`config.mk`:
```
export PLATFORM = sky130hd
export DESIGN_NAME = port_ctrl
export DESIGN_NICKNAME = d
export VERILOG_FILES = /design/src/core/port_ctrl_pkg.sv /design/src/core/pin_sync_if.sv /design/src/core/pin_sync.sv /design/src/core/rise_detect.sv /design/src/core/port_ctrl.sv
export VERILOG_INCLUDE_DIRS = /design/src /design/src/core
export SDC_FILE = /design/constraint.sdc
export NUM_CORES = 1
export LEC_CHECK = 0
export BUFFER_PORTS_ARGS = -buffer_cell sky130_fd_sc_hd__buf_4
export CAP_MARGIN = 40
export CORE_ASPECT_RATIO = 2
export CORE_UTILIZATION = 60
export DETAILED_ROUTE_END_ITERATION = 16
export HOLD_SLACK_MARGIN = 0.05
export PLACE_DENSITY = 0.94
export SYNTH_ARGS = -nofsm -noshare
export SYNTH_HDL_FRONTEND = slang
export SYNTH_SLANG_ARGS = --single-unit
```
`constraint.sdc`:
```
create_clock -name clk_in -period 2.52 [get_ports clk_in]
set_input_delay 0.126 -clock clk_in [delete_from_list [all_inputs] [get_ports clk_in]]
set_output_delay 0.126 -clock clk_in [all_outputs]
set_load 0.03 [all_outputs]
```
`src/core/port_ctrl_defines.svh`:
```
// register offsets, reset values and bit positions of the port control block
`ifndef PORT_CTRL_DEFINES_SVH
`define PORT_CTRL_DEFINES_SVH
`define ADDR_PORT_ZERO_PINS 8'h80
`define ADDR_PORT_ONE_PINS 8'h90
`define ADDR_SHARED_EXTERNAL_FLAGS 8'h91
`define ADDR_PORT_ONE_FALL_STATUS 8'h93
`define ADDR_PORT_ZERO_DIRECTION 8'h94
`define ADDR_PORT_ONE_DIRECTION 8'h95
`define ADDR_PORT_TWO_DIRECTION 8'h96
`define ADDR_PORT_THREE_DIRECTION 8'h97
`define ADDR_PORT_ONE_IRQ_ENABLE 8'h9b
`define ADDR_PORT_ONE_PULLUP 8'h9d
`define ADDR_PORT_TWO_PULLUP 8'h9e
`define ADDR_PORT_THREE_PULLUP 8'h9f
`define ADDR_PORT_TWO_PINS 8'ha0
`define ADDR_PORT_FOUR_PULLUP 8'ha2
`define ADDR_PORT_THREE_PINS 8'hb0
`define RESET_DIRECTION 8'hff
`define RESET_PINS 8'hff
`define RESET_ZERO 8'h00
`define BIT_GROUP_TWO_EXT_FLAG 0
`define BIT_GROUP_THREE_EXT_FLAG 1
`define BIT_CALLER_ID_IRQ_FLAG 2
`define BIT_DIVIDER_OVERFLOW_FLAG 3
`define BIT_COMPARATOR_RISE_FLAG 4
`define FLAGS_IMPL_MASK 8'h1f
`endif

```
`src/core/port_ctrl_pkg.sv`:
```
// types shared by the port control block
package port_ctrl_pkg;
    typedef logic [7:0] byte_type;
    typedef logic [3:0] nibble_type;
endpackage

```
`src/core/pin_sync_if.sv`:
```
// carrier between a pin synchroniser and its user
`timescale 1ns/1ns
interface pin_sync_if #(parameter int WIDTH = 8);
    logic [WIDTH-1:0] level;
    logic [WIDTH-1:0] fall;
    modport source (output level, output fall);
    modport sink (input level, input fall);
endinterface

```
`src/core/pin_sync.sv`:
```
// two-flop pin synchroniser with falling-edge pulse
`timescale 1ns/1ns
module pin_sync #(
    parameter int WIDTH = 8
) (
    input wire logic clk_in,
    input wire logic rst_n_in,
    input wire logic ce_in,
    input wire logic [WIDTH-1:0] pins_in,
    pin_sync_if.source sync
);
    logic [WIDTH-1:0] meta;
    logic [WIDTH-1:0] stable;
    logic [WIDTH-1:0] last;
    if (WIDTH < 1) begin : g_bad_width
        $error("pin_sync width must be positive");
    end
    always_ff @(posedge clk_in) begin
        if (!rst_n_in) begin
            meta <= '1;
            stable <= '1;
            last <= '1;
        end else if (ce_in) begin
            meta <= pins_in;
            stable <= meta;
            last <= stable;
        end
    end
    assign sync.level = stable;
    // one pulse per fall
    assign sync.fall = last & ~stable & {WIDTH{ce_in}};
endmodule

```
`src/core/rise_detect.sv`:
```
// rising-edge detector on a same-clock level
`timescale 1ns/1ns
module rise_detect (
    input wire logic clk_in,
    input wire logic rst_n_in,
    input wire logic ce_in,
    input wire logic level_in,
    output logic rise_out
);
    logic last;
    always_ff @(posedge clk_in) begin
        if (!rst_n_in) begin
            last <= 1'b0;
        end else if (ce_in) begin
            last <= level_in;
        end
    end
    assign rise_out = ce_in & level_in & ~last;
endmodule

```
`src/core/port_ctrl.sv`:
```
// port direction, pull-high and port one falling-edge interrupt registers
`timescale 1ns/1ns
`include "port_ctrl_defines.svh"
module port_ctrl (
    input wire logic clk_in,
    input wire logic rst_n_in,
    input wire logic ce_in,
    input wire logic [7:0] sfr_addr_in,
    input wire logic sfr_wr_in,
    input wire logic [7:0] sfr_wdata_in,
    output logic [7:0] sfr_rdata_out,
    input wire logic [7:0] port_zero_pins_in,
    output logic [7:0] port_zero_pins_out,
    output logic [7:0] port_zero_pins_oe_out,
    input wire logic [7:0] port_one_pins_in,
    output logic [7:0] port_one_pins_out,
    output logic [7:0] port_one_pins_oe_out,
    input wire logic [7:0] port_two_pins_in,
    output logic [7:0] port_two_pins_out,
    output logic [7:0] port_two_pins_oe_out,
    input wire logic [7:0] port_three_pins_in,
    output logic [7:0] port_three_pins_out,
    output logic [7:0] port_three_pins_oe_out,
    output logic [7:0] port_one_pullup_out,
    output logic [7:0] port_two_pullup_out,
    output logic [7:0] port_three_pullup_out,
    output logic [7:0] port_four_pullup_out,
    input wire logic caller_id_any_flag_in,
    input wire logic comparator_result_in,
    input wire logic divider_overflow_in,
    output logic ext_irq_group_two_out,
    output logic ext_irq_group_three_out
);
    port_ctrl_pkg::byte_type port_zero_latch;
    port_ctrl_pkg::byte_type port_one_latch;
    port_ctrl_pkg::byte_type port_two_latch;
    port_ctrl_pkg::byte_type port_three_latch;
    port_ctrl_pkg::byte_type port_zero_direction;
    port_ctrl_pkg::byte_type port_one_direction;
    port_ctrl_pkg::byte_type port_two_direction;
    port_ctrl_pkg::byte_type port_three_direction;
    port_ctrl_pkg::byte_type port_one_irq_enable;
    port_ctrl_pkg::byte_type port_one_fall_status;
    port_ctrl_pkg::byte_type port_one_pullup;
    port_ctrl_pkg::byte_type port_two_pullup;
    port_ctrl_pkg::byte_type port_three_pullup;
    port_ctrl_pkg::byte_type port_four_pullup;
    port_ctrl_pkg::byte_type shared_external_flags;
    port_ctrl_pkg::byte_type pin_fall;
    port_ctrl_pkg::byte_type next_rdata;
    port_ctrl_pkg::nibble_type group_two_hits;
    port_ctrl_pkg::nibble_type group_three_hits;
    logic group_two_event;
    logic group_three_event;
    logic comparator_rise;
    logic caller_id_sync_meta;
    logic caller_id_sync;
    logic comparator_meta;
    logic comparator_sync;
    logic divider_meta;
    logic divider_sync;
    logic wr;

    pin_sync_if #(.WIDTH(8)) zero_sync();
    pin_sync_if #(.WIDTH(8)) one_sync();
    pin_sync_if #(.WIDTH(8)) two_sync();
    pin_sync_if #(.WIDTH(8)) three_sync();

    // all port inputs synchronised
    pin_sync #(.WIDTH(8)) u_sync_zero (
        .clk_in(clk_in), .rst_n_in(rst_n_in), .ce_in(ce_in),
        .pins_in(port_zero_pins_in), .sync(zero_sync.source)
    );
    pin_sync #(.WIDTH(8)) u_sync_one (
        .clk_in(clk_in), .rst_n_in(rst_n_in), .ce_in(ce_in),
        .pins_in(port_one_pins_in), .sync(one_sync.source)
    );
    pin_sync #(.WIDTH(8)) u_sync_two (
        .clk_in(clk_in), .rst_n_in(rst_n_in), .ce_in(ce_in),
        .pins_in(port_two_pins_in), .sync(two_sync.source)
    );
    pin_sync #(.WIDTH(8)) u_sync_three (
        .clk_in(clk_in), .rst_n_in(rst_n_in), .ce_in(ce_in),
        .pins_in(port_three_pins_in), .sync(three_sync.source)
    );

    // side inputs from other blocks, treated as asynchronous
    always_ff @(posedge clk_in) begin
        if (!rst_n_in) begin
            caller_id_sync_meta <= 1'b0;
            caller_id_sync <= 1'b0;
            comparator_meta <= 1'b0;
            comparator_sync <= 1'b0;
            divider_meta <= 1'b0;
            divider_sync <= 1'b0;
        end else if (ce_in) begin
            caller_id_sync_meta <= caller_id_any_flag_in;
            caller_id_sync <= caller_id_sync_meta;
            comparator_meta <= comparator_result_in;
            comparator_sync <= comparator_meta;
            divider_meta <= divider_overflow_in;
            divider_sync <= divider_meta;
        end
    end

    rise_detect u_comp_rise (
        .clk_in(clk_in), .rst_n_in(rst_n_in), .ce_in(ce_in),
        .level_in(comparator_sync), .rise_out(comparator_rise)
    );

    assign wr = sfr_wr_in & ce_in;

    // pin_fall keeps every fall; group events take enabled input-mode falls only
    assign pin_fall = one_sync.fall;
    assign group_two_hits = pin_fall[3:0] & port_one_irq_enable[3:0]
        & port_one_direction[3:0];
    assign group_three_hits = pin_fall[7:4] & port_one_irq_enable[7:4]
        & port_one_direction[7:4];
    assign group_two_event = |group_two_hits;
    assign group_three_event = |group_three_hits;

    // output latches of the pins
    always_ff @(posedge clk_in) begin
        if (!rst_n_in) begin
            port_zero_latch <= `RESET_PINS;
            port_one_latch <= `RESET_PINS;
            port_two_latch <= `RESET_PINS;
            port_three_latch <= `RESET_PINS;
        end else if (wr) begin
            if (sfr_addr_in == `ADDR_PORT_ZERO_PINS) port_zero_latch <= sfr_wdata_in;
            if (sfr_addr_in == `ADDR_PORT_ONE_PINS) port_one_latch <= sfr_wdata_in;
            if (sfr_addr_in == `ADDR_PORT_TWO_PINS) port_two_latch <= sfr_wdata_in;
            if (sfr_addr_in == `ADDR_PORT_THREE_PINS) port_three_latch <= sfr_wdata_in;
        end
    end

    // direction registers
    always_ff @(posedge clk_in) begin
        if (!rst_n_in) begin
            port_zero_direction <= `RESET_DIRECTION;
            port_one_direction <= `RESET_DIRECTION;
            port_two_direction <= `RESET_DIRECTION;
            port_three_direction <= `RESET_DIRECTION;
        end else if (wr) begin
            if (sfr_addr_in == `ADDR_PORT_ZERO_DIRECTION) port_zero_direction <= sfr_wdata_in;
            if (sfr_addr_in == `ADDR_PORT_ONE_DIRECTION) port_one_direction <= sfr_wdata_in;
            if (sfr_addr_in == `ADDR_PORT_TWO_DIRECTION) port_two_direction <= sfr_wdata_in;
            if (sfr_addr_in == `ADDR_PORT_THREE_DIRECTION) begin
                port_three_direction <= sfr_wdata_in;
            end
        end
    end

    // interrupt enable
    always_ff @(posedge clk_in) begin
        if (!rst_n_in) begin
            port_one_irq_enable <= `RESET_ZERO;
        end else if (wr && sfr_addr_in == `ADDR_PORT_ONE_IRQ_ENABLE) begin
            port_one_irq_enable <= sfr_wdata_in;
        end
    end

    // pull-high enables
    always_ff @(posedge clk_in) begin
        if (!rst_n_in) begin
            port_one_pullup <= `RESET_ZERO;
            port_two_pullup <= `RESET_ZERO;
            port_three_pullup <= `RESET_ZERO;
            port_four_pullup <= `RESET_ZERO;
        end else if (wr) begin
            if (sfr_addr_in == `ADDR_PORT_ONE_PULLUP) port_one_pullup <= sfr_wdata_in;
            if (sfr_addr_in == `ADDR_PORT_TWO_PULLUP) port_two_pullup <= sfr_wdata_in;
            if (sfr_addr_in == `ADDR_PORT_THREE_PULLUP) port_three_pullup <= sfr_wdata_in;
            if (sfr_addr_in == `ADDR_PORT_FOUR_PULLUP) port_four_pullup <= sfr_wdata_in;
        end
    end

    // sticky fall status; a write of zero clears, a new fall wins
    always_ff @(posedge clk_in) begin
        if (!rst_n_in) begin
            port_one_fall_status <= `RESET_ZERO;
        end else if (ce_in) begin
            if (wr && sfr_addr_in == `ADDR_PORT_ONE_FALL_STATUS) begin
                port_one_fall_status <= (port_one_fall_status & sfr_wdata_in) | pin_fall;
            end else begin
                port_one_fall_status <= port_one_fall_status | pin_fall;
            end
        end
    end

    // shared flags, hardware set wins over software clear
    always_ff @(posedge clk_in) begin
        if (!rst_n_in) begin
            shared_external_flags <= `RESET_ZERO;
        end else if (ce_in) begin
            if (wr && sfr_addr_in == `ADDR_SHARED_EXTERNAL_FLAGS) begin
                shared_external_flags <= sfr_wdata_in & `FLAGS_IMPL_MASK;
            end
            if (group_two_event) begin
                shared_external_flags[`BIT_GROUP_TWO_EXT_FLAG] <= 1'b1;
            end
            if (group_three_event) begin
                shared_external_flags[`BIT_GROUP_THREE_EXT_FLAG] <= 1'b1;
            end
            if (caller_id_sync) begin
                shared_external_flags[`BIT_CALLER_ID_IRQ_FLAG] <= 1'b1;
            end
            if (divider_sync) begin
                shared_external_flags[`BIT_DIVIDER_OVERFLOW_FLAG] <= 1'b1;
            end
            if (comparator_rise) begin
                shared_external_flags[`BIT_COMPARATOR_RISE_FLAG] <= 1'b1;
            end
        end
    end

    // group interrupt pulses toward the interrupt controller
    always_ff @(posedge clk_in) begin
        if (!rst_n_in) begin
            ext_irq_group_two_out <= 1'b0;
            ext_irq_group_three_out <= 1'b0;
        end else if (ce_in) begin
            ext_irq_group_two_out <= group_two_event;
            ext_irq_group_three_out <= group_three_event;
        end
    end

    // pin drivers
    always_ff @(posedge clk_in) begin
        if (!rst_n_in) begin
            port_zero_pins_out <= `RESET_ZERO;
            port_zero_pins_oe_out <= `RESET_ZERO;
            port_one_pins_out <= `RESET_PINS;
            port_one_pins_oe_out <= `RESET_ZERO;
            port_two_pins_out <= `RESET_PINS;
            port_two_pins_oe_out <= `RESET_ZERO;
            port_three_pins_out <= `RESET_PINS;
            port_three_pins_oe_out <= `RESET_ZERO;
        end else if (ce_in) begin
            port_zero_pins_out <= `RESET_ZERO;
            port_zero_pins_oe_out <= ~port_zero_direction & ~port_zero_latch;
            port_one_pins_out <= port_one_latch;
            port_one_pins_oe_out <= ~port_one_direction;
            port_two_pins_out <= port_two_latch;
            port_two_pins_oe_out <= ~port_two_direction;
            port_three_pins_out <= port_three_latch;
            port_three_pins_oe_out <= ~port_three_direction;
        end
    end

    always_ff @(posedge clk_in) begin
        if (!rst_n_in) begin
            port_one_pullup_out <= `RESET_ZERO;
            port_two_pullup_out <= `RESET_ZERO;
            port_three_pullup_out <= `RESET_ZERO;
            port_four_pullup_out <= `RESET_ZERO;
        end else if (ce_in) begin
            port_one_pullup_out <= port_one_pullup;
            port_two_pullup_out <= port_two_pullup;
            port_three_pullup_out <= port_three_pullup;
            port_four_pullup_out <= port_four_pullup;
        end
    end

    // read mux: pin ports return synchronised pin level
    always_comb begin
        unique case (sfr_addr_in)
            `ADDR_PORT_ZERO_PINS: next_rdata = zero_sync.level;
            `ADDR_PORT_ONE_PINS: next_rdata = one_sync.level;
            `ADDR_PORT_TWO_PINS: next_rdata = two_sync.level;
            `ADDR_PORT_THREE_PINS: next_rdata = three_sync.level;
            `ADDR_SHARED_EXTERNAL_FLAGS: next_rdata = shared_external_flags;
            `ADDR_PORT_ONE_FALL_STATUS: next_rdata = port_one_fall_status;
            `ADDR_PORT_ZERO_DIRECTION: next_rdata = port_zero_direction;
            `ADDR_PORT_ONE_DIRECTION: next_rdata = port_one_direction;
            `ADDR_PORT_TWO_DIRECTION: next_rdata = port_two_direction;
            `ADDR_PORT_THREE_DIRECTION: next_rdata = port_three_direction;
            `ADDR_PORT_ONE_IRQ_ENABLE: next_rdata = port_one_irq_enable;
            `ADDR_PORT_ONE_PULLUP: next_rdata = port_one_pullup;
            `ADDR_PORT_TWO_PULLUP: next_rdata = port_two_pullup;
            `ADDR_PORT_THREE_PULLUP: next_rdata = port_three_pullup;
            `ADDR_PORT_FOUR_PULLUP: next_rdata = port_four_pullup;
            default: next_rdata = `RESET_ZERO;
        endcase
    end

    always_ff @(posedge clk_in) begin
        if (!rst_n_in) begin
            sfr_rdata_out <= `RESET_ZERO;
        end else if (ce_in) begin
            sfr_rdata_out <= next_rdata;
        end
    end
endmodule

```
==> impl_results.md, run 1 <==
* Status: complete, no violations
* Setup TNS at 0 ns
* Ys async rst share at 0%
* Worst path depth at 8
* EDFF count, synth at 0
* Bufs on Longest Clock Path at 3
* DR vias at 10200
* First-pass GRT wire length at ~54 mm
* Place WS at roughly 0.4 ns
* Synth Instances at 1263
* Die span in y at between 150 and 200 um
* Worst setup margin at 0.600 ns
* CTS tree: done
* Num CTS Buffers at 24
* Ys Warns at 0
* Worst EP arrival at between 2 and 2.5 ns
* TritonCTS Sinks at around 290
* CP startpoint: ce_in
* Reg2Reg Depth at 4
* Die W at between 100 and 150 um
* Largest fanout on the critical path at 30
* Dpl hpwl at ~23 mm
* Root Driver: clkbuf_16
* Post-synthesis cell area at between 10000 and 15000 um2
* Worst skew pair latency at around 0.54 ns
* Area Growth Syn to Fin at 22.4%
* Routed WL per cell at approximately 21 um
* Fmax at 0.521 GHz
* Setup crit start kind: input pin
* Skew final at roughly 0.025 ns
* Primary FF master, synth: dfxtp_1
* Clock power share at 41.9%
* Reg-to-reg startpoint: port_one_direction[3]
* Vias/cell at roughly 6.0
* Initial antenna violation count at 0
* Flop pwr share at about half
* Slew of the pin with the lowest slew margin at 0.903 ns
* Crit path max-delay cell type: dlygate4sd3_1
* Initial DRC Count at roughly 840
* Maximum vdd drop at approximately 0.67 mV
* Synth top area share at 50.5%
* PwrDens at 654 nW/um2
* WP buf/inv at 3
* Die area at ~20000 um2
* Final setup violation count at 0
* Mean Syn Cell Area at 9.23 um2
* Combinational fraction of design power at around 7.2%
* Sequential fraction of the synthesis area at 50.5%
* Total track usage at 35.3%
* CP cell instances: dlygate4sd3_1 -> buf_6 -> and2_1 -> nand3_1 -> nor4b_2 -> buf_4 -> mux2i_1 -> nor2_1
* Placed Cells at approximately 1600
* N_diodes at 0
* Placeable Area at roughly 19000 um2
* Count leader, synth: dfxtp_1
* Drt drc at 0
* Post-CTS resize count at 0
* Slowest stage delay, CP at between 0.5 and 0.6 ns
* Maxcap violations at 0
* Port bufs at approximately 150
* Net Sw Frac at about 23%
* Post-layout nets at about 1500
* FF-to-FF End: sfr_rdata_out[3]
* Worst slew margin at 39.1%
* Total wire length at approximately 35 mm
* Critical path's top delay family: buffers and inverters
* Critical path endpoint: port_one_irq_enable[7]
* DRT Pass-1 Iters at 7
* Switch Pwr at approximately 2.2 mW
* Reg2Reg Setup Slack at between 0.7 and 0.8 ns
* CTS H-tree lvls at 1
* Fraction of layout instances using a drive strength above 1 at approximately 17%
* Final Hold Vio Count at 0
* Final ANT Viol Nets at 0
* Fill count at 1238
* Final cell count without fillers at 1700
* # rows at 71
* Distinct cells, synth at approximately 50
* Clk slew on worst S/H paths at about 0.07 ns
* Type of the tightest min-delay check: in -> reg
* P_int at 7.17 mW
* GRT Residual Overflow at 0
* Fin crit period at between 1.5 and 2 ns
* Period utilization at between 70% and 80%
* Initial cell density of the core at around 62%
* CP Class: in -> reg
* Fin. max-slew vios at 0
* Gp weighted congestion at 0.986
* RSZ-0062 raised after global routing: false
* Yosys reg bits at roughly 290
* Worst setup EP type: flip-flop
* Largest net degree at the start of global routing at 90
* Io pins at 161
* Post-synth top area cell: dfxtp_1
* Commonest cells post-synth: 294 x dfxtp_1, 250 x nand2_1, 198 x mux2i_1
* Required @ worst endpoint at 2.93 ns
* Vias in the first global route at approximately 10000
* P_leak at 6.14 nW
* Top cells by area, synth: dfxtp_1 50%, mux2i_1 17%, nand2_1 8.0%
## repair_timing
item | in CTS | in global routing
hold buffers | 48 | 0
buffers inserted | 0 | 0
endpoints found under the setup margin | 0 | 0
hold endpoints to repair | 122 | 0
## cell families (layout without fill, tap and decap cells)
| group | Yosys count | in the layout | share of synthesized area, % |
|---|---|---|---|
| DFF | 294 | 294 | 50.5 |
| adders and majority gates | 1 | 1 | 0.0858 |
| buffers and inverters | 102 | 277 | 3.85 |
| other | 1 | 8 | 0.0322 |
| muxes | 211 | 211 | 19.0 |
| AOI/OAI and AO/OA | 144 | 144 | 7.76 |
| and+or+nand+nor | 510 | 510 | 18.8 |
## per-stage QoR
step                      util (%)  instance area [um2]  power, mW  hold slack (ns)
after floorplan                  -                11700       5.23            0.254
after global placement        68.5                13000       5.42            0.341
after detailed placement      68.6                13000       5.44            0.346
after CTS                     75.4                14300       9.29           0.0514
after global routing          75.4                14300       9.55           0.0924
final                         75.4                14300       9.34           0.0460
## final cells by class
type / count / area (um2) / share of cell area (%)
Clock buffer: 35 / 723 / 5.07
Inverter: 3 / 12.5 / 0.0877
Multi-Input combinational cell: 874 / 5360 / 37.5
Clock inverter: 7 / 87.6 / 0.614
Tap cell: 255 / 319 / 2.24
Sequential cell: 294 / 5890 / 41.2
Timing Repair Buffer: 232 / 1890 / 13.2
## metal layers
metal | global-route usage, % | share of wire [%] | up-vias
met3 | 6.61 | 7.1 | 168
li1 | - | - | 4635
met2 | 60.9 | 51 | 557
met4 | 27.5 | 8.3 | 0
met5 | 0 | 0 | -
met1 | 37.4 | 34 | 4812
## layout by cell type (no fill, tap or decap), types with 4 or more instances in the layout
master         count
a31oi_1            4
conb_1             8
clkbuf_8           6
and3_1             7
o22ai_1            4
a22o_1             9
a22oi_1            8
nand2b_1           4
dfxtp_1          294
a221oi_1           8
a21oi_1           64
mux2_2             5
clkbuf_1           4
nor3_1            14
nor2b_1           16
clkbuf_16         25
mux2i_1          198
a211oi_1           5
o2bb2ai_1          5
dlygate4sd3_1     48
buf_4            182
o21ai_0           23
nand2_1          250
clkinv_2           5
nor2_1           138
nand3_1           54
nand3b_1           4
mux4_2             8
## how the worst min path moves through the flow
stage	end	startpoint	depth (start not counted)	slack [ns]
after floorplan	u_sync_one.meta[0]	port_one_pins_in[0]	2	0.25
after global placement	u_sync_zero.meta[7]	port_zero_pins_in[7]	3	0.34
after detailed placement	u_sync_three.meta[7]	port_three_pins_in[7]	3	0.35
after CTS	sfr_rdata_out[5]	sfr_addr_in[1]	3	0.05
after global routing	sfr_rdata_out[5]	sfr_addr_in[1]	3	0.09
final	sfr_rdata_out[5]	sfr_addr_in[1]	3	0.05
## power by group through the flow
stage / clock network, mW / logic (mW) / registers, mW
after floorplan: 0 / 0.385 / 4.84
after global placement: 0 / 0.572 / 4.85
after detailed placement: 0 / 0.586 / 4.86
after CTS: 3.89 / 0.651 / 4.75
after global routing: 4.09 / 0.707 / 4.75
final: 3.91 / 0.675 / 4.75
## tightest hold or removal path, stage by stage
cell	delay, ns
buf_4	0.22
nand2_1	0.11
a221oi_1	0.07
No activity file was read; power rests on OpenSTA's default activity.
==> run 2, diff against run 1 <==
--- a/config.mk
+++ b/config.mk
@@ -6,13 +6,14 @@
 export SDC_FILE = /design/constraint.sdc
 export NUM_CORES = 1
 export LEC_CHECK = 0
+export ABC_AREA = 1
 export BUFFER_PORTS_ARGS = -buffer_cell sky130_fd_sc_hd__buf_4
 export CAP_MARGIN = 40
 export CORE_ASPECT_RATIO = 2
-export CORE_UTILIZATION = 60
+export CORE_UTILIZATION = 57
 export DETAILED_ROUTE_END_ITERATION = 16
 export HOLD_SLACK_MARGIN = 0.05
-export PLACE_DENSITY = 0.94
+export PLACE_DENSITY = 0.9
 export SYNTH_ARGS = -nofsm -noshare
 export SYNTH_HDL_FRONTEND = slang
 export SYNTH_SLANG_ARGS = --single-unit
==> constraint.sdc (replaced) <==
create_clock -name clk_in -period 1.85 [get_ports clk_in]
set_input_delay 0.0925 -clock clk_in [delete_from_list [all_inputs] [get_ports clk_in]]
set_output_delay 0.0925 -clock clk_in [all_outputs]
set_load 0.03 [all_outputs]
==> run 2 against run 1 <==
Effect of this change: global-route usage shrank 1.8 points; critical path depth is 1 lower; final area shrank 2.5%; synthesized cell count is 19% higher; clock-buffer cell count down 4; hold slack improved by 0.079 ns; first-iteration DRC count shrank 10%; critical path type unchanged; routed wire length is 3.5% lower; highest routed layer unchanged; power rose by 41%; non-clock buffer count is 10 lower; clock skew fell by 0.0069 ns; sequential power increased by 40%.
==> impl_results.md, run 2 <==
* Synth Instances at around 1500
* Ys Warns at 0
* Maxcap violations at 0
* Status: complete, no violations
* PwrDens at around 950 nW/um2
* Fin. max-slew vios at 0
* Total wire length at 34.2 mm
* Worst slew margin at roughly 50%
* CTS tree: done
* GRT Residual Overflow at 0
* Yosys reg bits at around 290
* Drt drc at 0
* Worst setup EP type: flip-flop
* Routed WL per cell at 17.8 um
* Top cells by area, synth: dfxtp_1 51%, nand2_1 12%, nand3_1 11%
* Postcts setup bufs at 0
* Initial DRC Count at approximately 750
* Type of the tightest min-delay check: in -> reg
* Commonest cells post-synth: 362 x nand2_1, 294 x dfxtp_1, 242 x nand3_1
* Count leader, synth: nand2_1
* Fill count at 1530
* Initial antenna violation count at 1
* EDFF count, synth at 0
* Fraction of layout instances using a drive strength above 1 at 14.7%
* Vias/cell at around 5.7
* Required @ worst endpoint at 2.24 ns
* Num CTS Buffers at 24
* Total track usage at approximately a third
* Io pins at 161
* Placeable Area at ~20000 um2
* DR vias at around 11000
* Bufs on Longest Clock Path at 3
* RSZ-0062 raised after global routing: false
* Vias in the first global route at about 11000
* Area Growth Syn to Fin at 21.8%
* Most frequent cells in the layout: 362 x nand2_1, 294 x dfxtp_1, 241 x nand3_1
* Reg-to-reg startpoint: u_sync_one.sync.level[0]
* Primary FF master, synth: dfxtp_1
* Sequential Area at between 5000 and 6000 um2
* Commonest non-fill, non-tap cell in the layout: nand2_1
* Clk slew on worst S/H paths at 0.07 ns
* Post-synth top area cell: dfxtp_1
* Worst skew pair latency at 0.54 ns
* Slew of the pin with the lowest slew margin at between 0.7 and 0.8 ns
* CP startpoint: ce_in
* Port bufs at 152
* Die span in y at just over 200 um
* # rows at between 70 and 80
* Mean Syn Cell Area at between 7 and 8 um2
* Ys async rst share at 0%
* Largest net degree at the start of global routing at slightly above 100
* Post-layout nets at approximately 1700
* Sequential fraction of the synthesis area at about half
* Dpl hpwl at 23.0 mm
* CP Class: in -> reg
* Distinct cells, synth at 27
* First-pass GRT wire length at about 53 mm
* Hold wc startpoint: sfr_addr_in[5]
* Root Driver: clkbuf_16
* Gp weighted congestion at between 0.9 and 1
* Worst EP arrival at 2.08 ns
* Die W at 102 um
* CTS H-tree lvls at 1
* Largest fanout on the critical path at 16
* Synth top area share at between 50% and 60%
* Period utilization at between 90% and 100%
* Post-synthesis cell area at 11400 um2
* Area of the multi-input gates at roughly 4700 um2
* Setup TNS at 0 ns
* Fin crit period at between 1.5 and 2 ns
* Final ANT Viol Nets at 0
* DRT Pass-1 Iters at 5
* Die area at ~21000 um2
* Hold slack at between 0.1 and 0.15 ns
* Maximum vdd drop at 0.949 mV
* Fmax at just under 0.6 GHz
* Final Hold Vio Count at 0
* Setup crit start kind: input pin
* Skew final at around 0.018 ns
* Final setup violation count at 0
* TritonCTS Sinks at 294
* P_leak at roughly 6.3 nW
* Initial cell density of the core at about three fifths
[run 2: cell count changes in the layout (fill, tap and decap cells not counted), sizes merged, moves of 9 or more]
cell    delta
a21oi     +68
a22o       -9
inv       +72
mux2i    -198
nand2    +115
nand3    +193
nor2      -52
nor2b     -16
nor3       -9
o211ai    +31
o21ai    +116
[run 2: timing repair]
action | in CTS | in global routing
resized for setup | 0 | 1
hold buffers | 46 | 0
endpoints found under the hold margin | 135 | 0
endpoints found under the setup margin | 0 | 1
[run 2: power breakdown]
part / internal (mW) / leakage, nW / total (mW) / switching (mW)
logic: 0.449 / 3.50 / 1.26 / 0.816
registers: 6.55 / 2.41 / 6.67 / 0.125
clock network: 2.92 / 0.386 / 5.27 / 2.35
[run 2: final timing paths]
kind	depth (start not counted)	end	slack (ns)
hold / removal	5	port_four_pullup[6]	0.13
setup reg to reg	7	shared_external_flags[0]	0.36
setup / recovery	7	port_two_pullup[2]	0.16
hold reg to reg	2	u_sync_two.meta[3]	0.46
[run 2: cell type report]
type,count,area share [%]
well taps,259,2.33
flip-flops and latches,294,42.3
multi-input cells,1024,34.1
diodes,1,0.0180
repair buffers,222,13.4
clock inverters,12,1.13
clock buffers,31,4.65
inverters,77,2.09
[run 2: routing by layer]
metal | vias up | GRT usage [%] | part of all wire, %
met5 | - | 0 | 0
met4 | 0 | 24.8 | 7.7
met3 | 166 | 5.22 | 5.8
met2 | 464 | 59.5 | 52
met1 | 5055 | 34.3 | 34
li1 | 5243 | - | -
[run 2: kinds of logic after synthesis]
| kind of cell | synth area share, % |
|---|---|
| simple gates | 26.8 |
| compound gates | 14.4 |
| flops | 51.5 |
| buf+inv | 7.26 |
| other cells | 0.0328 |
[run 2: worst max-delay path, cell delays in order]
cell           delay (ns)
dlygate4sd3_1        0.55
buf_6                0.21
nand2_2              0.12
inv_2                0.29
nand3_1              0.42
o21ai_0              0.30
a21oi_1              0.08
[run 2: stage by stage]
step	instance area [um2]	power [mW]	std cells	setup slack, ns	util [%]
floorplan	11500	7.54	1504	0.673	-
global placement	12600	7.94	1830	0.114	65.0
detailed placement	12600	7.97	1830	0.0143	65.0
CTS	13900	13.2	1919	0.0839	71.5
global route	13900	13.7	1920	0.00327	71.5
finish	13900	13.2	1920	0.162	71.5
